`src/fcp_pkg.sv`:
```
// Constants, field layout and types for the fuse configuration programmer
package fcp_pkg;

  // Clock and timing
  localparam int CLK_HZ       = 50_000_000;
  localparam int ZAP_TIME_NS  = 5000;
  localparam int ZAP_CYC      = ZAP_TIME_NS / (1_000_000_000 / CLK_HZ);
  localparam int STARTUP_CYC  = 8;
  localparam int ZAP_CNT_W    = 9;
  localparam int START_CNT_W  = 4;

  // Configuration stream layout
  localparam int STREAM_BITS  = 52;
  localparam int IDX_W        = 6;
  localparam int PARAM_BITS   = 42;
  localparam int SET_W        = 14;
  localparam int SET1_LSB     = 0;
  localparam int SET2_LSB     = 14;
  localparam int SET3_LSB     = 28;
  localparam int OFF_LSB      = 0;
  localparam int OFF_W        = 8;
  localparam int CFG_LSB      = 8;
  localparam int CFG_W        = 4;
  localparam int MSK_LSB      = 12;
  localparam int MSK_W        = 2;
  localparam int CFG_RANGE_LSB = 0;
  localparam int CFG_DIR_BIT  = 2;
  localparam int CFG_SPAN_BIT = 3;
  localparam int MSK_MAG_BIT  = 0;
  localparam int MSK_DIG_BIT  = 1;

  // Synchronised pin positions
  localparam int PIN_N        = 4;
  localparam int PIN_VPP      = 0;
  localparam int PIN_BURN     = 1;
  localparam int PIN_SDI      = 2;
  localparam int PIN_SCK      = 3;

  // Register map (byte addresses)
  localparam int ADDR_W       = 8;
  localparam logic [7:0] ADDR_CTRL      = 8'h00;
  localparam logic [7:0] ADDR_STATUS    = 8'h04;
  localparam logic [7:0] ADDR_SETTING   = 8'h08;
  localparam logic [7:0] ADDR_IRQ_STAT  = 8'h0c;
  localparam logic [7:0] ADDR_IRQ_MASK  = 8'h10;
  localparam logic [7:0] ADDR_STREAM_LO = 8'h14;
  localparam logic [7:0] ADDR_STREAM_HI = 8'h18;

  localparam int CTRL_BURN_EN = 0;
  localparam logic [31:0] CTRL_RESET = 32'h0000_0001;
  localparam logic [31:0] MASK_RESET = 32'h0000_0000;
  localparam int STAT_MODE_LSB = 0;
  localparam int STAT_BLOW_BIT = 2;
  localparam int STAT_IDX_LSB  = 8;

  localparam int IRQ_W        = 3;
  localparam int IRQ_BIT      = 0;
  localparam int IRQ_BLOWN    = 1;
  localparam int IRQ_DONE     = 2;

  localparam logic [1:0] RESP_OKAY   = 2'h0;
  localparam logic [1:0] RESP_SLVERR = 2'h2;

  typedef enum logic [1:0] {
    FCP_ST_START,
    FCP_ST_NORMAL,
    FCP_ST_TRIAL,
    FCP_ST_BURN
  } fcp_mode_t;

endpackage

```
`src/fcp_pin_sync.sv`:
```
// Two-stage synchroniser with rising-edge detection for the programming pins
`timescale 1ns/1ps
module fcp_pin_sync
  import fcp_pkg::*;
(
  // Clock and reset
  input  wire logic             i_clk,
  input  wire logic             i_rst,
  // Pins from outside the clock domain
  input  wire logic [PIN_N-1:0] i_pins,
  // Synchronised view
  output logic      [PIN_N-1:0] o_level,
  output logic      [PIN_N-1:0] o_rise
);

  logic [PIN_N-1:0] meta_q;
  logic [PIN_N-1:0] sync_q;
  logic [PIN_N-1:0] prev_q;

  // First stage feeds only the second
  always_ff @(posedge i_clk or posedge i_rst) begin
    if (i_rst) begin
      meta_q <= '0;
      sync_q <= '0;
      prev_q <= '0;
    end else begin
      meta_q <= i_pins;
      sync_q <= meta_q;
      prev_q <= sync_q;
    end
  end

  assign o_level = sync_q;
  assign o_rise  = sync_q & ~prev_q;

endmodule

```
`src/fcp_fuse_config_programmer.sv`:
```
// Fuse configuration programmer: mode entry, stream shift, fuse burn and settings
//
// Implementation choices: the register offsets and register access over AXI4-Lite.
`timescale 1ns/1ps
module fcp_fuse_config_programmer
  import fcp_pkg::*;
(
  // Clock and reset
  input  wire logic                   i_clk,
  input  wire logic                   i_rst,
  // AXI4-Lite slave
  input  wire logic [ADDR_W-1:0]      i_s_axi_awaddr,
  input  wire logic                   i_s_axi_awvalid,
  output logic                        o_s_axi_awready,
  input  wire logic [31:0]            i_s_axi_wdata,
  input  wire logic [3:0]             i_s_axi_wstrb,
  input  wire logic                   i_s_axi_wvalid,
  output logic                        o_s_axi_wready,
  output logic [1:0]                  o_s_axi_bresp,
  output logic                        o_s_axi_bvalid,
  input  wire logic                   i_s_axi_bready,
  input  wire logic [ADDR_W-1:0]      i_s_axi_araddr,
  input  wire logic                   i_s_axi_arvalid,
  output logic                        o_s_axi_arready,
  output logic [31:0]                 o_s_axi_rdata,
  output logic [1:0]                  o_s_axi_rresp,
  output logic                        o_s_axi_rvalid,
  input  wire logic                   i_s_axi_rready,
  // Programming pins
  input  wire logic                   i_fuse_program_voltage_pin,
  input  wire logic                   i_fuse_burn_level,
  input  wire logic                   i_serial_chain_input,
  input  wire logic                   i_serial_clock_input,
  output logic                        o_error_indicator_output_n,
  // Fuse array
  input  wire logic [STREAM_BITS-1:0] i_fuse_sense,
  output logic                        o_fuse_blow,
  output logic [IDX_W-1:0]            o_fuse_addr,
  // Sensor side
  input  wire logic [OFF_W-1:0]       i_raw_position,
  input  wire logic                   i_digital_err,
  input  wire logic                   i_magnet_loss,
  output logic [OFF_W-1:0]            o_position,
  // Active setting
  output logic [OFF_W-1:0]            o_offset,
  output logic                        o_counter_clockwise,
  output logic [1:0]                  o_range_sel,
  output logic                        o_span_narrow,
  output logic                        o_err_digital_en,
  output logic                        o_err_magnet_en,
  // Interrupt
  output logic                        o_irq
);

  ////////////////////////////////////////////////////////////////////////////
  // Helpers

  function automatic logic [SET_W-1:0] xor_sets(input logic [PARAM_BITS-1:0] s);
    xor_sets = s[SET1_LSB +: SET_W] ^ s[SET2_LSB +: SET_W] ^ s[SET3_LSB +: SET_W];
  endfunction

  function automatic logic [31:0] strb_merge(input logic [31:0] old_v, input logic [31:0] new_v,
                                             input logic [3:0] strb);
    logic [31:0] r;
    r = old_v;
    for (int b = 0; b < 4; b++) begin
      if (strb[b]) begin
        r[b*8 +: 8] = new_v[b*8 +: 8];
      end
    end
    strb_merge = r;
  endfunction

  ////////////////////////////////////////////////////////////////////////////
  // Pin synchronisation

  logic [PIN_N-1:0] pin_lvl;
  logic [PIN_N-1:0] pin_rise;

  fcp_pin_sync u_sync (
    .i_clk   (i_clk),
    .i_rst   (i_rst),
    .i_pins  ({i_serial_clock_input, i_serial_chain_input,
               i_fuse_burn_level, i_fuse_program_voltage_pin}),
    .o_level (pin_lvl),
    .o_rise  (pin_rise)
  );

  ////////////////////////////////////////////////////////////////////////////
  // Mode entry at start-up

  fcp_mode_t              mode_q;
  logic [START_CNT_W-1:0] start_cnt_q;

  // Pins settle through the synchroniser before the mode is decided
  always_ff @(posedge i_clk or posedge i_rst) begin
    if (i_rst) begin
      mode_q      <= FCP_ST_START;
      start_cnt_q <= '0;
    end else if (mode_q == FCP_ST_START) begin
      start_cnt_q <= start_cnt_q + 1'b1;
      if (start_cnt_q == START_CNT_W'(STARTUP_CYC - 1)) begin
        if (pin_lvl[PIN_VPP] && !pin_lvl[PIN_SDI]) begin
          mode_q <= pin_lvl[PIN_BURN] ? FCP_ST_BURN : FCP_ST_TRIAL;
        end else begin
          mode_q <= FCP_ST_NORMAL;
        end
      end
    end
  end

  ////////////////////////////////////////////////////////////////////////////
  // Stream shift and fuse burn

  logic                   prog_mode;
  logic                   shift_ev;
  logic [STREAM_BITS-1:0] image_q;
  logic [IDX_W-1:0]       idx_q;
  logic [IDX_W-1:0]       addr_q;
  logic [ZAP_CNT_W-1:0]   zap_cnt_q;
  logic                   blow_q;
  logic                   blow_done;
  logic                   stream_done;
  logic [31:0]            ctrl_q;

  assign prog_mode   = (mode_q == FCP_ST_TRIAL) || (mode_q == FCP_ST_BURN);
  assign shift_ev    = prog_mode && pin_rise[PIN_SCK] && (idx_q < IDX_W'(STREAM_BITS));
  assign stream_done = shift_ev && (idx_q == IDX_W'(STREAM_BITS - 1));
  assign blow_done   = blow_q && (zap_cnt_q == ZAP_CNT_W'(1));

  // Volatile image: lost on reset, never written to the fuses in trial mode
  always_ff @(posedge i_clk or posedge i_rst) begin
    if (i_rst) begin
      image_q <= '0;
      idx_q   <= '0;
      addr_q  <= '0;
    end else if (shift_ev) begin
      image_q[idx_q] <= pin_lvl[PIN_SDI];
      addr_q         <= idx_q;
      idx_q          <= idx_q + 1'b1;
    end
  end

  // A new edge carrying a set bit restarts the pulse; programmer must pace edges to the burn time
  always_ff @(posedge i_clk or posedge i_rst) begin
    if (i_rst) begin
      blow_q    <= 1'b0;
      zap_cnt_q <= '0;
    end else if (shift_ev && (mode_q == FCP_ST_BURN) && pin_lvl[PIN_SDI]
                 && ctrl_q[CTRL_BURN_EN]) begin
      blow_q    <= 1'b1;
      zap_cnt_q <= ZAP_CNT_W'(ZAP_CYC);
    end else if (blow_q) begin
      zap_cnt_q <= zap_cnt_q - 1'b1;
      blow_q    <= !blow_done;
    end
  end

  assign o_fuse_blow = blow_q;
  assign o_fuse_addr = addr_q;

  ////////////////////////////////////////////////////////////////////////////
  // Active setting, position and error pin

  logic [SET_W-1:0] eff_q;
  logic [OFF_W-1:0] pos_q;
  logic             err_n_q;
  logic [PARAM_BITS-1:0] src;

  // Trial mode runs from the volatile image, otherwise from the fuses
  assign src = (mode_q == FCP_ST_TRIAL) ? image_q[PARAM_BITS-1:0]
                                        : i_fuse_sense[PARAM_BITS-1:0];

  always_ff @(posedge i_clk or posedge i_rst) begin
    if (i_rst) begin
      eff_q <= '0;
    end else begin
      eff_q <= xor_sets(src);
    end
  end

  assign o_offset            = eff_q[OFF_LSB +: OFF_W];
  assign o_counter_clockwise = eff_q[CFG_LSB + CFG_DIR_BIT];
  assign o_range_sel         = eff_q[CFG_LSB + CFG_RANGE_LSB +: 2];
  assign o_span_narrow       = eff_q[CFG_LSB + CFG_SPAN_BIT];
  assign o_err_digital_en    = eff_q[MSK_LSB + MSK_DIG_BIT];
  assign o_err_magnet_en     = eff_q[MSK_LSB + MSK_MAG_BIT];

  always_ff @(posedge i_clk or posedge i_rst) begin
    if (i_rst) begin
      pos_q <= '0;
    end else if (o_counter_clockwise) begin
      pos_q <= o_offset - i_raw_position;
    end else begin
      pos_q <= i_raw_position - o_offset;
    end
  end

  assign o_position = pos_q;

  // In trial and fuse-burn modes low on the pin reads back a set bit of the last addressed position; in normal mode low flags an enabled error
  always_ff @(posedge i_clk or posedge i_rst) begin
    if (i_rst) begin
      err_n_q <= 1'b1;
    end else if (mode_q == FCP_ST_BURN) begin
      err_n_q <= !i_fuse_sense[addr_q];
    end else if (mode_q == FCP_ST_TRIAL) begin
      err_n_q <= !image_q[addr_q];
    end else begin
      err_n_q <= !((o_err_digital_en && i_digital_err) ||
                   (o_err_magnet_en && i_magnet_loss));
    end
  end

  assign o_error_indicator_output_n = err_n_q;

  ////////////////////////////////////////////////////////////////////////////
  // AXI4-Lite slave and registers

  logic              awready_q;
  logic              wready_q;
  logic              bvalid_q;
  logic [1:0]        bresp_q;
  logic              aw_have_q;
  logic              w_have_q;
  logic [ADDR_W-1:0] awaddr_q;
  logic [31:0]       wdata_q;
  logic [3:0]        wstrb_q;
  logic              arready_q;
  logic              rvalid_q;
  logic [31:0]       rdata_q;
  logic [1:0]        rresp_q;
  logic              do_wr;
  logic [31:0]       mask_q;
  logic [IRQ_W-1:0]  irq_stat_q;
  logic [IRQ_W-1:0]  irq_ev;
  logic [IRQ_W-1:0]  irq_clr;
  logic              irq_q;

  assign do_wr = aw_have_q && w_have_q && !bvalid_q;

  always_ff @(posedge i_clk or posedge i_rst) begin
    if (i_rst) begin
      awready_q <= 1'b1;
      wready_q  <= 1'b1;
      aw_have_q <= 1'b0;
      w_have_q  <= 1'b0;
      awaddr_q  <= '0;
      wdata_q   <= '0;
      wstrb_q   <= '0;
      bvalid_q  <= 1'b0;
      bresp_q   <= RESP_OKAY;
    end else begin
      if (i_s_axi_awvalid && awready_q) begin
        awready_q <= 1'b0;
        aw_have_q <= 1'b1;
        awaddr_q  <= i_s_axi_awaddr;
      end
      if (i_s_axi_wvalid && wready_q) begin
        wready_q <= 1'b0;
        w_have_q <= 1'b1;
        wdata_q  <= i_s_axi_wdata;
        wstrb_q  <= i_s_axi_wstrb;
      end
      if (do_wr) begin
        bvalid_q <= 1'b1;
        bresp_q  <= (awaddr_q == ADDR_CTRL || awaddr_q == ADDR_IRQ_STAT ||
                     awaddr_q == ADDR_IRQ_MASK) ? RESP_OKAY : RESP_SLVERR;
      end
      if (bvalid_q && i_s_axi_bready) begin
        bvalid_q  <= 1'b0;
        aw_have_q <= 1'b0;
        w_have_q  <= 1'b0;
        awready_q <= 1'b1;
        wready_q  <= 1'b1;
      end
    end
  end

  always_ff @(posedge i_clk or posedge i_rst) begin
    if (i_rst) begin
      ctrl_q <= CTRL_RESET;
      mask_q <= MASK_RESET;
    end else if (do_wr) begin
      if (awaddr_q == ADDR_CTRL) begin
        ctrl_q <= strb_merge(ctrl_q, wdata_q, wstrb_q);
      end
      if (awaddr_q == ADDR_IRQ_MASK) begin
        mask_q <= strb_merge(mask_q, wdata_q, wstrb_q);
      end
    end
  end

  // Event in the clearing cycle survives the clear
  assign irq_ev  = {stream_done, blow_done, shift_ev};
  assign irq_clr = (do_wr && awaddr_q == ADDR_IRQ_STAT && wstrb_q[0]) ?
                   wdata_q[IRQ_W-1:0] : '0;

  always_ff @(posedge i_clk or posedge i_rst) begin
    if (i_rst) begin
      irq_stat_q <= '0;
      irq_q      <= 1'b0;
    end else begin
      irq_stat_q <= (irq_stat_q & ~irq_clr) | irq_ev;
      irq_q      <= |(irq_stat_q & mask_q[IRQ_W-1:0]);
    end
  end

  assign o_irq = irq_q;

  always_ff @(posedge i_clk or posedge i_rst) begin
    if (i_rst) begin
      arready_q <= 1'b1;
      rvalid_q  <= 1'b0;
      rdata_q   <= '0;
      rresp_q   <= RESP_OKAY;
    end else if (i_s_axi_arvalid && arready_q) begin
      arready_q <= 1'b0;
      rvalid_q  <= 1'b1;
      rresp_q   <= RESP_OKAY;
      unique case (i_s_axi_araddr)
        ADDR_CTRL:      rdata_q <= ctrl_q;
        ADDR_STATUS:    rdata_q <= 32'(mode_q) | (32'(blow_q) << STAT_BLOW_BIT)
                                   | (32'(idx_q) << STAT_IDX_LSB);
        ADDR_SETTING:   rdata_q <= 32'(eff_q);
        ADDR_IRQ_STAT:  rdata_q <= 32'(irq_stat_q);
        ADDR_IRQ_MASK:  rdata_q <= mask_q;
        ADDR_STREAM_LO: rdata_q <= image_q[31:0];
        ADDR_STREAM_HI: rdata_q <= 32'(image_q[STREAM_BITS-1:32]);
        default: begin
          rdata_q <= '0;
          rresp_q <= RESP_SLVERR;
        end
      endcase
    end else if (rvalid_q && i_s_axi_rready) begin
      rvalid_q  <= 1'b0;
      arready_q <= 1'b1;
    end
  end

  assign o_s_axi_awready = awready_q;
  assign o_s_axi_wready  = wready_q;
  assign o_s_axi_bvalid  = bvalid_q;
  assign o_s_axi_bresp   = bresp_q;
  assign o_s_axi_arready = arready_q;
  assign o_s_axi_rvalid  = rvalid_q;
  assign o_s_axi_rdata   = rdata_q;
  assign o_s_axi_rresp   = rresp_q;

endmodule

```
`config.mk`:
```
export PLATFORM = sky130hd
export DESIGN_NAME = fcp_fuse_config_programmer
export DESIGN_NICKNAME = d
export VERILOG_FILES = /design/src/fcp_pkg.sv /design/src/fcp_pin_sync.sv /design/src/fcp_fuse_config_programmer.sv
export SDC_FILE = /design/constraint.sdc
export NUM_CORES = 1
export LEC_CHECK = 0
export BUFFER_PORTS_ARGS = -buffer_cell sky130_fd_sc_hd__buf_2
export CAP_MARGIN = 10
export CELL_PAD_IN_SITES_DETAIL_PLACEMENT = 1
export CELL_PAD_IN_SITES_GLOBAL_PLACEMENT = 1
export CORE_UTILIZATION = 46
export DETAILED_ROUTE_END_ITERATION = 10
export PLACE_DENSITY = 0.88
export REMOVE_ABC_BUFFERS = 1
export SLEW_MARGIN = 20
export SYNTH_ARGS = -nofsm -noshare
export SYNTH_HDL_FRONTEND = slang
export SYNTH_SLANG_ARGS = --single-unit
```
`constraint.sdc`:
```
create_clock -name i_clk -period 12 [get_ports i_clk]
set_clock_uncertainty 0.1 [all_clocks]
set_input_delay 2.4 -clock i_clk [delete_from_list [all_inputs] [get_ports i_clk]]
set_output_delay 2.4 -clock i_clk [all_outputs]
set_load 0.02 [all_outputs]
```
==> reports/metrics.csv <==
metric,value,unit
outcome,"finished, final reports clean",
critPathSlowestCell,or4_1,
cts-hold-fix-buffers,0,
synth_common_cells,"dfrtp_1 (260), mux2_2 (164), nand2_1 (136)",
grt_overflow_total,0,
die_area,0.0294,mm^2
clock_latency,570,ps
n_antenna_cell,0,
fin_crit_sh,0.377,
powerDensity,175,mW/mm^2
drive_above_1_share,0.346,
worstMarginPinSlew,1120,ps
grt_pass1_wl,62900,um
drt_iter0_drc,786,
track_usage,0.280,
arrival,4860,ps
ios,197,
grt_pass1_vias,11001,
routed_wl,40600,um
cp.required,12340,ps
initial_utilization,0.472,
synth-seq-cells,265,
syn-cell-area,0.0132,mm^2
cts_buffer_depth,3,
grt_max_degree,129,
synth_cells,1129,
wl_per_cell,23.8,um
dr_total_vias,10100,
antenna_found_initial,0,
dpl.hpwl,27800,um
post_cts_buffers,0,
ir_drop,0.0892,mV
drc_errors,0,
yosysMostFrequentCell,dfrtp_1,
layout.nets,1449,
hold_class,reg2reg,
cp-start-kind,input port,
ant_nets,0,
core,0.0280,mm^2
die_x,171,um
slew_viol_final,0,
clock_sinks,265,
synth_cell_types,68,
setup_viol,0,
crit_type,in2reg,
syn_area_per_cell,11.7,um^2
row_count,61,
area_growth,17.2,%
yosysSeqAreaShare,0.502,
timing.setup.tns,0,ps
worst_slack,7480,ps
place_congestion,0.878,
cts_buffers,28,
io_buffers,194,
yosysTopAreaCell,dfrtp_1,
dpl_worst_slack,6870,ps
synthTopCellsByArea,"dfrtp_1 (49%), mux2_2 (14%), nand2_1 (3.9%)",
fin_crit,4520,ps
synthFlopType,dfrtp_1,
ctsRootBufferMaster,clkbuf_16,
cts.clk_slew.worst_paths,60,ps
h-tree-depth,1,
cts_resized,0,
routed_via_density,5.93,
cp-end-kind,register,
cts_tree,yes,
crit_chain,buf_2 > or4_1 > nor4_4 > and2_1 > a22oi_1 > o21ai_0,
synth_edf_count,0,
finalHoldViolCount,0,
maxCapViolations,0,
yosysTopAreaCellShare,0.492,
first_pass_iters,5,
synthArstFlopShare,1.00,
yosysWarnings,0,
p_leak,7.30,nW
fmax,0.221,GHz
worst-path-max-fanout,11,
slew_headroom,0.246,
max_stage_delay,740,ps
die-height,171,um
rsz0062_at_grt,false,
==> area by class of cell <==
cell class,count,area (um^2)
Clock buffer,43,847
Clock inverter,8,104
Fill cell,2964,12500
Inverter,32,128
Multi-Input combinational cell,770,6230
Sequential cell,265,6640
Tap cell,378,473
Timing Repair Buffer,207,1070
==> sequential cells by signal, summed over array words and instances, names as in the netlist, 6 cells and up <==
| name | flops |
|---|---|
| o_fuse_addr | 6 |
| image_q | 52 |
| o_s_axi_rdata | 32 |
| zap_cnt_q | 9 |
| wdata_q | 32 |
| ctrl_q | 32 |
| eff_q | 14 |
| mask_q | 32 |
| awaddr_q | 8 |
| idx_q | 6 |
| o_position | 8 |
==> cells in the final DEF (no fill, tap or decap), types with 20 or more instances in the layout <==
master,n
a22oi_1,33
dfrtp_1,259
mux4_2,20
xor2_1,22
nand2_1,135
nand3_1,22
xnor2_1,51
inv_1,31
mux2i_1,35
mux2_2,164
nor2_1,32
clkbuf_16,28
o21ai_0,72
buf_2,194
==> critical path: cells and delay by family <==
family	cells	cell delay [ps]
AND/OR/NAND/NOR	3	1960
buffers and inverters	1	100
AO/OA/AOI/OAI	2	390
==> metal layers <==
metal	up-vias	global-route usage	wire length, um
li1	4392	-	-
met1	5160	0.351	16200
met2	446	0.476	19800
met3	102	0.0601	3230
met4	0	0.0994	1350
met5	-	0	0
==> power by group <==
| group | internal, mW | switching [mW] | leakage, nW |
|---|---|---|---|
| Clock | 0.527 | 0.369 | 0.468 |
| Combinational | 0.278 | 0.307 | 3.37 |
| Sequential | 1.06 | 0.171 | 3.47 |
==> cell families (layout without fill, tap and decap cells) <==
| group | Yosys count | count (layout) | share of synthesized area |
|---|---|---|---|
| other | 1 | 2 | 0.000284 |
| buffers and inverters | 95 | 290 | 0.0292 |
| multiplexers | 224 | 224 | 0.208 |
| AND/OR/NAND/NOR | 266 | 266 | 0.0976 |
| XOR/XNOR | 73 | 73 | 0.0484 |
| flip-flops | 265 | 265 | 0.502 |
| adder cells (fa/ha/maj) | 20 | 20 | 0.0201 |
| AO/OA/AOI/OAI | 185 | 185 | 0.0939 |
==> path summary, 6_finish.rpt <==
kind,start,endpoint,slack [ps],depth (start not counted)
worst max-delay path,i_s_axi_araddr[1],o_s_axi_rdata[18],7480,6
worst min-delay path,u_sync.meta_q[1],u_sync.o_level[1],240,0
worst max register to register,mode_q[1],image_q[33],8960,5
worst min register to register,u_sync.meta_q[1],u_sync.o_level[1],240,0
max in group asynchronous,i_rst,ctrl_q[17],7580,4
min in group asynchronous,i_rst,zap_cnt_q[7],1930,2
==> metrics by stage <==
stage,utilization,power (mW),cells,cell area [um^2],hold WS (ps)
CTS,0.553,2.73,1703,15500,243
floorplan,-,1.60,1067,12900,231
global placement,0.519,1.78,1652,14500,234
detailed placement,0.519,1.82,1652,14500,236
finish,0.553,2.72,1703,15500,241
global route,0.553,2.83,1703,15500,249
Power figures use the tool's default switching activity.
